$ cat config.mk
export PLATFORM = sky130hd
export DESIGN_NAME = autoneg_partner_ability_regs
export DESIGN_NICKNAME = d
export VERILOG_FILES = /design/src/verilog/partner_regs_pkg.sv /design/src/verilog/cw_field.sv /design/src/verilog/autoneg_partner_ability_regs.sv
export SDC_FILE = /design/constraint.sdc
export NUM_CORES = 1
export LEC_CHECK = 0
export ABC_AREA = 0
export BUFFER_PORTS_ARGS = -buffer_cell sky130_fd_sc_hd__buf_4
export CAP_MARGIN = 20
export CORE_ASPECT_RATIO = 0.7
export CORE_UTILIZATION = 53
export DETAILED_ROUTE_END_ITERATION = 8
export PLACE_DENSITY = 0.8
export RECOVER_POWER = 100
export SLEW_MARGIN = 20
export SYNTH_ARGS = -nofsm -noshare
export SYNTH_HDL_FRONTEND = slang
export SYNTH_HIERARCHICAL = 1
export SYNTH_SLANG_ARGS = --single-unit
$ cat constraint.sdc
create_clock -name aclk -period 2.19 [get_ports aclk]
set_input_delay 0 -clock aclk [delete_from_list [all_inputs] [get_ports aclk]]
set_output_delay 0 -clock aclk [all_outputs]
set_load 0.01 [all_outputs]
$ cat src/verilog/partner_regs_pkg.sv
// constants for the auto-negotiation partner ability register bank
// What this block does
// - Negotiation sends local capabilities including selector field
// - Local selector field resets to IEEE 802.3 code
// - Partner register loads from received base page while negotiation enabled
// - Partner next page bit mirrors received word
// - Partner acknowledge bit mirrors received word
// - Partner remote fault bit mirrors received word
// - Partner technology bits mirror received word
// - Partner 100Base-T4 bit always reads zero
// - Partner reserved bits always read zero
// - Partner selector holds received selector code
// - Override-gated bits change only when override set
// - Negotiation disabled uses forced rate and duplex
package partner_regs_pkg;
    localparam int          ADDR_W        = 8;
    localparam int          DATA_W        = 32;
    localparam int          REG_W         = 16;
    // register indices, byte address is four times the index
    localparam logic [5:0]  IDX_CTRL      = 6'h00;
    localparam logic [5:0]  IDX_STAT      = 6'h01;
    localparam logic [5:0]  IDX_ADV       = 6'h04;
    localparam logic [5:0]  IDX_PARTNER   = 6'h05;
    localparam logic [5:0]  IDX_OVR       = 6'h10;
    localparam logic [5:0]  IDX_IRQ_STAT  = 6'h18;
    localparam logic [5:0]  IDX_IRQ_MASK  = 6'h19;
    // control and status fields
    localparam int          AN_EN_BIT     = 12;
    localparam int          RATE_BIT      = 13;
    localparam int          DUPLEX_BIT    = 8;
    localparam int          AN_DONE_BIT   = 5;
    localparam int          OVR_BIT       = 15;
    // base page code word layout, shared by advertised and partner words
    localparam int          NP_BIT        = 15;
    localparam int          ACK_BIT       = 14;
    localparam int          RF_BIT        = 13;
    localparam int          RSV_MSB       = 12;
    localparam int          RSV_LSB       = 10;
    localparam int          T4_BIT        = 9;
    localparam int          TECH_MSB      = 8;
    localparam int          TECH_LSB      = 5;
    localparam int          SEL_MSB       = 4;
    localparam int          SEL_LSB       = 0;
    // reset values and codes
    localparam logic [15:0] CTRL_RST      = 16'h1000;
    localparam logic [15:0] PARTNER_RST   = 16'h0000;
    localparam logic [3:0]  TECH_RST      = 4'hf;
    localparam logic [2:0]  RSV_RST       = 3'h0;
    localparam logic [0:0]  ACK_RST       = 1'h0;
    localparam logic [4:0]  SEL_802_3     = 5'h01;
    localparam logic [4:0]  SEL_802_9     = 5'h02;
    // interrupt status layout
    localparam int          IRQ_W         = 2;
    localparam int          IRQ_PAGE_BIT  = 0;
    localparam int          IRQ_DONE_BIT  = 1;
    localparam logic [1:0]  IRQ_RST       = 2'h0;
    // bus responses
    localparam logic [1:0]  RESP_OKAY     = 2'h0;
    localparam logic [1:0]  RESP_SLVERR   = 2'h2;
endpackage

$ cat src/verilog/cw_field.sv
// register field that takes writes only while the override bit is set
`timescale 1ns/1ps
module gated_field #(
    parameter int           W   = 1,
    parameter logic [W-1:0] RST = '0
) (
    input  wire logic         aclk,     // core clock
    input  wire logic         aresetn,  // synchronous reset, active low
    input  wire logic         wr_en,    // software write to this field
    input  wire logic         override, // override bit state
    input  wire logic [W-1:0] wdata,    // merged write value
    output logic      [W-1:0] q         // field value
);
    logic [W-1:0] q_d;

    always_comb begin
        q_d = q;
        if (wr_en && override) begin
            q_d = wdata;
        end
    end

    always_ff @(posedge aclk) begin
        if (!aresetn) begin
            q <= RST;
        end else begin
            q <= q_d;
        end
    end
endmodule // gated_field

$ cat src/verilog/autoneg_partner_ability_regs.sv
// partner ability capture, local advertisement and axi4-lite register bank
//
// The AXI4-Lite interface to the registers is this design's own decision.
`timescale 1ns/1ps
module autoneg_partner_ability_regs (
    input  wire logic                                aclk,               // core clock
    input  wire logic                                aresetn,            // synchronous reset, active low
    input  wire logic [partner_regs_pkg::ADDR_W-1:0] s_axi_awaddr,       // write address
    input  wire logic                                s_axi_awvalid,      // write address valid
    output logic                                     s_axi_awready,      // write address ready
    input  wire logic [partner_regs_pkg::DATA_W-1:0] s_axi_wdata,        // write data
    input  wire logic [3:0]                          s_axi_wstrb,        // write byte strobes
    input  wire logic                                s_axi_wvalid,       // write data valid
    output logic                                     s_axi_wready,       // write data ready
    output logic      [1:0]                          s_axi_bresp,        // write response
    output logic                                     s_axi_bvalid,       // write response valid
    input  wire logic                                s_axi_bready,       // write response ready
    input  wire logic [partner_regs_pkg::ADDR_W-1:0] s_axi_araddr,       // read address
    input  wire logic                                s_axi_arvalid,      // read address valid
    output logic                                     s_axi_arready,      // read address ready
    output logic      [partner_regs_pkg::DATA_W-1:0] s_axi_rdata,        // read data
    output logic      [1:0]                          s_axi_rresp,        // read response
    output logic                                     s_axi_rvalid,       // read data valid
    input  wire logic                                s_axi_rready,       // read data ready
    input  wire logic                                rx_page_valid,      // base page received, one cycle
    input  wire logic [partner_regs_pkg::REG_W-1:0]  rx_page_word,       // received base page word
    input  wire logic                                an_complete,        // negotiation complete level
    output logic      [partner_regs_pkg::REG_W-1:0]  tx_code_word,       // code word to send
    output logic                                     an_enable_out,      // negotiation enabled
    output logic                                     forced_rate_100,    // forced 100 Mb/s when not negotiating
    output logic                                     forced_full_duplex, // forced full duplex when not negotiating
    output logic                                     partner_sel_ok,     // partner selector is 802.3
    output logic                                     irq                 // interrupt, level
);
    import partner_regs_pkg::*;

    // bus slave state
    logic        aw_have_q, aw_have_d;
    logic [5:0]  aw_idx_q, aw_idx_d;
    logic        w_have_q, w_have_d;
    logic [15:0] w_data_q, w_data_d;
    logic [1:0]  w_strb_q, w_strb_d;
    logic        awready_q, awready_d;
    logic        wready_q, wready_d;
    logic        bvalid_q, bvalid_d;
    logic [1:0]  bresp_q, bresp_d;
    logic        arready_q, arready_d;
    logic        rvalid_q, rvalid_d;
    logic [1:0]  rresp_q, rresp_d;
    logic [31:0] rdata_q, rdata_d;

    // register state
    logic [15:0] ctrl_q, ctrl_d;
    logic        ovr_q, ovr_d;
    logic        adv_np_q, adv_np_d;
    logic        adv_rf_q, adv_rf_d;
    logic [3:0]  adv_tech_q, adv_tech_d;
    logic [15:0] partner_q, partner_d;
    logic [1:0]  irq_stat_q, irq_stat_d;
    logic [1:0]  irq_mask_q, irq_mask_d;
    logic        an_done_q;

    // output flops
    logic [15:0] tx_word_q, tx_word_d;
    logic        an_en_out_q, rate_q, duplex_q, sel_ok_q, irq_q;
    logic        rate_d, duplex_d, sel_ok_d, irq_d;

    // override-gated advertisement fields
    logic [4:0]  adv_sel;
    logic [2:0]  adv_rsv;
    logic [0:0]  adv_ack;
    logic [15:0] adv_word;
    logic [15:0] wr_merged;
    logic        wr_fire, ar_fire, an_en, page_take, done_evt;
    logic [1:0]  evt;

    // byte-lane merge of a 16-bit register with the write data
    function automatic logic [15:0] merge(input logic [15:0] old, input logic [15:0] nw, input logic [1:0] strb);
        logic [15:0] r;
        r = old;
        if (strb[0]) begin
            r[7:0] = nw[7:0];
        end
        if (strb[1]) begin
            r[15:8] = nw[15:8];
        end
        return r;
    endfunction

    assign an_en     = ctrl_q[AN_EN_BIT];
    assign wr_fire   = aw_have_q && w_have_q && !bvalid_q;
    assign ar_fire   = s_axi_arvalid && arready_q;
    assign page_take = rx_page_valid && an_en;
    assign done_evt  = an_complete && !an_done_q;
    assign adv_word  = {adv_np_q, adv_ack, adv_rf_q, adv_rsv, 1'b0, adv_tech_q, adv_sel};

    // write data merged into whichever register is addressed
    always_comb begin
        case (aw_idx_q)
            IDX_CTRL:     wr_merged = merge(ctrl_q, w_data_q, w_strb_q);
            IDX_ADV:      wr_merged = merge(adv_word, w_data_q, w_strb_q);
            IDX_OVR:      wr_merged = merge({ovr_q, 15'h0000}, w_data_q, w_strb_q);
            IDX_IRQ_STAT: wr_merged = merge(16'h0000, w_data_q, w_strb_q);
            IDX_IRQ_MASK: wr_merged = merge({14'h0000, irq_mask_q}, w_data_q, w_strb_q);
            default:      wr_merged = 16'h0000;
        endcase
    end

    gated_field #(.W(5), .RST(SEL_802_3)) u_sel (
        .aclk     (aclk),
        .aresetn  (aresetn),
        .wr_en    (wr_fire && aw_idx_q == IDX_ADV),
        .override (ovr_q),
        .wdata    (wr_merged[SEL_MSB:SEL_LSB]),
        .q        (adv_sel)
    );

    gated_field #(.W(3), .RST(RSV_RST)) u_rsv (
        .aclk     (aclk),
        .aresetn  (aresetn),
        .wr_en    (wr_fire && aw_idx_q == IDX_ADV),
        .override (ovr_q),
        .wdata    (wr_merged[RSV_MSB:RSV_LSB]),
        .q        (adv_rsv)
    );

    gated_field #(.W(1), .RST(ACK_RST)) u_ack (
        .aclk     (aclk),
        .aresetn  (aresetn),
        .wr_en    (wr_fire && aw_idx_q == IDX_ADV),
        .override (ovr_q),
        .wdata    (wr_merged[ACK_BIT:ACK_BIT]),
        .q        (adv_ack)
    );

    // axi4-lite channel handling
    always_comb begin
        aw_have_d = aw_have_q;
        aw_idx_d  = aw_idx_q;
        w_have_d  = w_have_q;
        w_data_d  = w_data_q;
        w_strb_d  = w_strb_q;
        bvalid_d  = bvalid_q;
        bresp_d   = bresp_q;
        rvalid_d  = rvalid_q;
        rresp_d   = rresp_q;
        rdata_d   = rdata_q;
        if (s_axi_awvalid && awready_q) begin
            aw_have_d = 1'b1;
            aw_idx_d  = s_axi_awaddr[7:2];
        end
        if (s_axi_wvalid && wready_q) begin
            w_have_d = 1'b1;
            w_data_d = s_axi_wdata[15:0];
            w_strb_d = s_axi_wstrb[1:0];
        end
        if (bvalid_q && s_axi_bready) begin
            bvalid_d = 1'b0;
        end
        if (wr_fire) begin
            aw_have_d = 1'b0;
            w_have_d  = 1'b0;
            bvalid_d  = 1'b1;
            case (aw_idx_q)
                IDX_CTRL, IDX_STAT, IDX_ADV, IDX_PARTNER, IDX_OVR, IDX_IRQ_STAT, IDX_IRQ_MASK: bresp_d = RESP_OKAY;
                default: bresp_d = RESP_SLVERR;
            endcase
        end
        if (rvalid_q && s_axi_rready) begin
            rvalid_d = 1'b0;
        end
        if (ar_fire) begin
            rvalid_d = 1'b1;
            rresp_d  = RESP_OKAY;
            case (s_axi_araddr[7:2])
                IDX_CTRL:     rdata_d = {16'h0000, ctrl_q};
                IDX_STAT:     rdata_d = {26'h0000000, an_complete, 5'h00};
                IDX_ADV:      rdata_d = {16'h0000, adv_word};
                IDX_PARTNER:  rdata_d = {16'h0000, partner_q};
                IDX_OVR:      rdata_d = {16'h0000, ovr_q, 15'h0000};
                IDX_IRQ_STAT: rdata_d = {30'h00000000, irq_stat_q};
                IDX_IRQ_MASK: rdata_d = {30'h00000000, irq_mask_q};
                default: begin
                    rdata_d = 32'h00000000;
                    rresp_d = RESP_SLVERR;
                end
            endcase
        end
        awready_d = !aw_have_d && !bvalid_d;
        wready_d  = !w_have_d && !bvalid_d;
        arready_d = !rvalid_d;
    end

    always_ff @(posedge aclk) begin
        if (!aresetn) begin
            aw_have_q <= 1'b0;
            aw_idx_q  <= 6'h00;
            w_have_q  <= 1'b0;
            w_data_q  <= 16'h0000;
            w_strb_q  <= 2'h0;
            awready_q <= 1'b0;
            wready_q  <= 1'b0;
            bvalid_q  <= 1'b0;
            bresp_q   <= RESP_OKAY;
            arready_q <= 1'b0;
            rvalid_q  <= 1'b0;
            rresp_q   <= RESP_OKAY;
            rdata_q   <= 32'h00000000;
        end else begin
            aw_have_q <= aw_have_d;
            aw_idx_q  <= aw_idx_d;
            w_have_q  <= w_have_d;
            w_data_q  <= w_data_d;
            w_strb_q  <= w_strb_d;
            awready_q <= awready_d;
            wready_q  <= wready_d;
            bvalid_q  <= bvalid_d;
            bresp_q   <= bresp_d;
            arready_q <= arready_d;
            rvalid_q  <= rvalid_d;
            rresp_q   <= rresp_d;
            rdata_q   <= rdata_d;
        end
    end

    // register bank and partner capture
    always_comb begin
        ctrl_d     = ctrl_q;
        ovr_d      = ovr_q;
        adv_np_d   = adv_np_q;
        adv_rf_d   = adv_rf_q;
        adv_tech_d = adv_tech_q;
        irq_mask_d = irq_mask_q;
        partner_d  = partner_q;
        evt        = {done_evt, page_take};
        irq_stat_d = irq_stat_q;
        if (wr_fire) begin
            case (aw_idx_q)
                IDX_CTRL: ctrl_d = wr_merged;
                IDX_OVR:  ovr_d  = wr_merged[OVR_BIT];
                IDX_ADV: begin
                    adv_np_d   = wr_merged[NP_BIT];
                    adv_rf_d   = wr_merged[RF_BIT];
                    adv_tech_d = wr_merged[TECH_MSB:TECH_LSB];
                end
                IDX_IRQ_STAT: irq_stat_d = irq_stat_q & ~wr_merged[1:0];
                IDX_IRQ_MASK: irq_mask_d = wr_merged[1:0];
                default: ;
            endcase
        end
        irq_stat_d = irq_stat_d | evt; // set wins over clear
        if (page_take) begin
            partner_d = {rx_page_word[NP_BIT:RF_BIT], 3'h0, 1'b0,
                         rx_page_word[TECH_MSB:TECH_LSB],
                         rx_page_word[SEL_MSB:SEL_LSB]};
        end
        tx_word_d = an_en ? adv_word : 16'h0000;
        rate_d    = !ctrl_d[AN_EN_BIT] && ctrl_d[RATE_BIT];
        duplex_d  = !ctrl_d[AN_EN_BIT] && ctrl_d[DUPLEX_BIT];
        sel_ok_d  = partner_d[SEL_MSB:SEL_LSB] == SEL_802_3;
        irq_d     = |(irq_stat_d & irq_mask_d);
    end

    always_ff @(posedge aclk) begin
        if (!aresetn) begin
            ctrl_q      <= CTRL_RST;
            ovr_q       <= 1'b0;
            adv_np_q    <= 1'b0;
            adv_rf_q    <= 1'b0;
            adv_tech_q  <= TECH_RST;
            partner_q   <= PARTNER_RST;
            irq_stat_q  <= IRQ_RST;
            irq_mask_q  <= IRQ_RST;
            an_done_q   <= 1'b0;
            tx_word_q   <= 16'h0000;
            an_en_out_q <= 1'b0;
            rate_q      <= 1'b0;
            duplex_q    <= 1'b0;
            sel_ok_q    <= 1'b0;
            irq_q       <= 1'b0;
        end else begin
            ctrl_q      <= ctrl_d;
            ovr_q       <= ovr_d;
            adv_np_q    <= adv_np_d;
            adv_rf_q    <= adv_rf_d;
            adv_tech_q  <= adv_tech_d;
            partner_q   <= partner_d;
            irq_stat_q  <= irq_stat_d;
            irq_mask_q  <= irq_mask_d;
            an_done_q   <= an_complete;
            tx_word_q   <= tx_word_d;
            an_en_out_q <= ctrl_d[AN_EN_BIT];
            rate_q      <= rate_d;
            duplex_q    <= duplex_d;
            sel_ok_q    <= sel_ok_d;
            irq_q       <= irq_d;
        end
    end

    assign s_axi_awready      = awready_q;
    assign s_axi_wready       = wready_q;
    assign s_axi_bresp        = bresp_q;
    assign s_axi_bvalid       = bvalid_q;
    assign s_axi_arready      = arready_q;
    assign s_axi_rdata        = rdata_q;
    assign s_axi_rresp        = rresp_q;
    assign s_axi_rvalid       = rvalid_q;
    assign tx_code_word       = tx_word_q;
    assign an_enable_out      = an_en_out_q;
    assign forced_rate_100    = rate_q;
    assign forced_full_duplex = duplex_q;
    assign partner_sel_ok     = sel_ok_q;
    assign irq                = irq_q;

    // checks
    logic [15:0] word_dly_q;
    always_ff @(posedge aclk) begin
        word_dly_q <= rx_page_word;
    end
endmodule // autoneg_partner_ability_regs

==> impl_metrics.ini <==
[sta]
rsz0062_at_grt = no
setup_viol = 0
hold_viol = 0
worst_slew_pin_slew_ps = 843.3
post-route-period-util_pct = 95.30
finalMaxSlewViolations = 0
period_needed_ps = 2087
fin_ws_ps = 102.9
maxSlewHeadroom_pct = 43.78
fmax_ghz = 0.4791
skew_ps = 8.425
tns_ps = 0

[critical_path]
cp-start-kind = register
worstPathMaxFanout = 15
critPathRequiredTime_ps = 2480
max_stage_delay_ps = 620
cp_slowest_cell = or4_4
path_cells = or4_4, or3b_1, inv_2, and2_4, o21ai_0
arrival_ps = 2380
worstSetupEndpointType = register
crit_type = register to register

[layout]
seqCellArea_um2 = 2362
stdcell_count = 878
multi_input_area_um2 = 2551
fin_nets = 818
drive_gt1_share_pct = 16.45
area_growth_pct = 30.74
fill_cells = 715
diodes = 0
stdcell_area_um2 = 6849

[floorplan]
die_width_um = 120.8
row_count = 29
die_area_um2 = 10290
ios = 139
start_util_pct = 56.18
core_um2 = 9325
die_h_um = 85.18

[route]
ant_nets = 0
wl_per_cell_um = 16.82
via_per_inst = 5.802
drtIter0Drc = 420
drt_pass1_iterations = 4
routed_wirelength_mm = 14.77
drc = 0
vias = 5094

[power_and_ir_drop]
p_sw_mw = 1.286
powerDensity_nw_per_um2 = 814.2
irDropWorstVdd_uv = 523.4
combPwrFrac_pct = 9.7
p_int_mw = 4.291
pwr-share-seq_pct = 40.6
p_sw_share_pct = 23.06
clockPowerShare_pct = 49.7
leakagePower_nw = 2.739

[logic_synthesis]
synth-seq-cells = 118
yosysTopAreaCell = dfxtp_1
synth.top_cell.area_share_pct = 45.09
synth.distinct_cells = 63
yosysMostFrequentCell = dfxtp_1
syn_area_um2 = 5239
ys_seq_area_share_pct = 45.09
avgSynthCellArea_um2 = 8.688
synthFlopType = dfxtp_1
synth_cells = 603
synth_area_leaders = dfxtp_1 45%, nand2_1 7.2%, mux2i_1 5.7%
synth_common_cells = 118 x dfxtp_1, 100 x nand2_1, 58 x nor2_1, 50 x a21oi_1, 30 x mux2i_1
synth_edf_count = 0
ys_async_sr_fraction_pct = 0
ys.warnings.count = 6

[clocking]
root_buffer = clkbuf_16
path_clk_slew_ps = 50
cts.sinks = 118
clk_path_buf_depth = 2
cts_buffers = 17
clk-insertion-delay-late_ps = 420
cts_tree = yes
htree_levels = 4

[placed_design]
gp_congestion = 0.8322
dpl_cell_area_um2 = 5969
placed_cells = 797
dp_slack_ps = 156.1
portBuffers = 93
dp_hpwl_mm = 9.553

[grt]
grt_util_all_layers_pct = 29.77
gr-total-overflow = 0
grt_pass1_vias = 5030
antenna_found_initial = 0
grt_max_degree = 32
grt_first_pass_wirelength_mm = 23.80

[run]
drv_cap = 0

[status]
status = finished, final reports clean

[worst_hold_path]
min_path_type = primary input to register
worst paths after layout:
kind | cells past startpoint | endpoint | slack (ps) | startpoint
min | 3 | s_axi_rresp[1] | 40 | s_axi_arvalid
max reg2reg | 5 | u_sel/q[1] | 100 | aw_idx_q[3]
max | 5 | u_sel/q[1] | 100 | aw_idx_q[3]
min reg2reg | 2 | s_axi_rdata[9] | 460 | s_axi_rdata[9]
flip-flops by register name (all words and copies together), names as in the netlist, 3 cells and up:
signal,flops
s_axi_rdata,16
aw_idx_q,6
w_data_q,16
u_sel/q,5
u_rsv/q,3
ctrl_q,16
adv_tech_q,4
tx_code_word,15
partner_q,12
layout make-up:
class                           instances  area share (%)
Clock buffer                           23           6.832
Clock inverter                          9           1.827
Inverter                                7          0.3836
Multi-Input combinational cell        435           37.25
Sequential cell                       118           34.49
Tap cell                              124           2.265
Timing Repair Buffer                  162           16.95
power by group through the flow:
stage / logic (mW) / clock network (mW) / registers (mW)
5_1_grt: 0.585 / 2.90 / 2.27
4_1_cts: 0.539 / 2.79 / 2.26
6_report: 0.540 / 2.77 / 2.26
3_5_place_dp: 0.464 / 0 / 2.30
3_3_place_gp: 0.452 / 0 / 2.30
2_1_floorplan: 0.326 / 0 / 2.29
metrics by stage:
step	hold WS, ps	utilization, %	power (mW)
after global routing	60.09	73.45	5.756
final	36.59	73.45	5.576
after global placement	234.8	64.01	2.754
after floorplan	121.7	-	2.616
after CTS	28.93	75.63	5.592
after detailed placement	236.6	64.01	2.768
critical path: cells and delay by family, from the launching register on:
kind                   cells  cell delay (ps)
AO/OA/AOI/OAI              1              100
buffers and inverters      1              240
flip-flops                 1              360
AND/OR/NAND/NOR            3             1270
layout by cell type (no fill, tap or decap), types with 4 or more instances in the layout:
cell type and instances:
a211oi_1 5, a211oi_2 6, a21oi_1 50, a22oi_1 14
a2bb2oi_1 9, and2_1 4, and3_1 18, buf_4 65
clkbuf_1 50, clkbuf_16 17, clkinv_2 4, conb_1 19
dfxtp_1 118, dlygate4sd3_1 49, inv_1 5, mux2_2 6
mux2i_1 30, nand2_1 100, nand2b_1 9, nand3_1 12
nand4_1 10, nor2_1 58, nor2b_1 6, nor3_1 4
o211ai_1 5, o21ai_0 18
per-layer routing:
layer | track usage [%] | vias to the layer above | wire length, um
li1 | - | 2365 | -
met1 | 36.40 | 2477 | 6286
met2 | 48.57 | 205 | 7071
met3 | 6.452 | 47 | 924
met4 | 17.40 | 0 | 487
met5 | 0 | - | 0
logic make-up after synthesis:
kind of cell / after synthesis / share of synthesized area (%)
AOI/OAI and AO/OA: 128 / 16.84
buffers and inverters: 68 / 7.093
DFF: 118 / 45.09
muxes: 37 / 7.452
other: 1 / 0.07158
and+or+nand+nor: 251 / 23.45
timing repair:
action                                 CTS  global route
hold buffers                            49             0
resized for setup                        0             1
endpoints found under the hold margin   55             0
setup endpoints to repair                0             1
setup buffers                            0             0
Power figures use the tool's default switching activity.
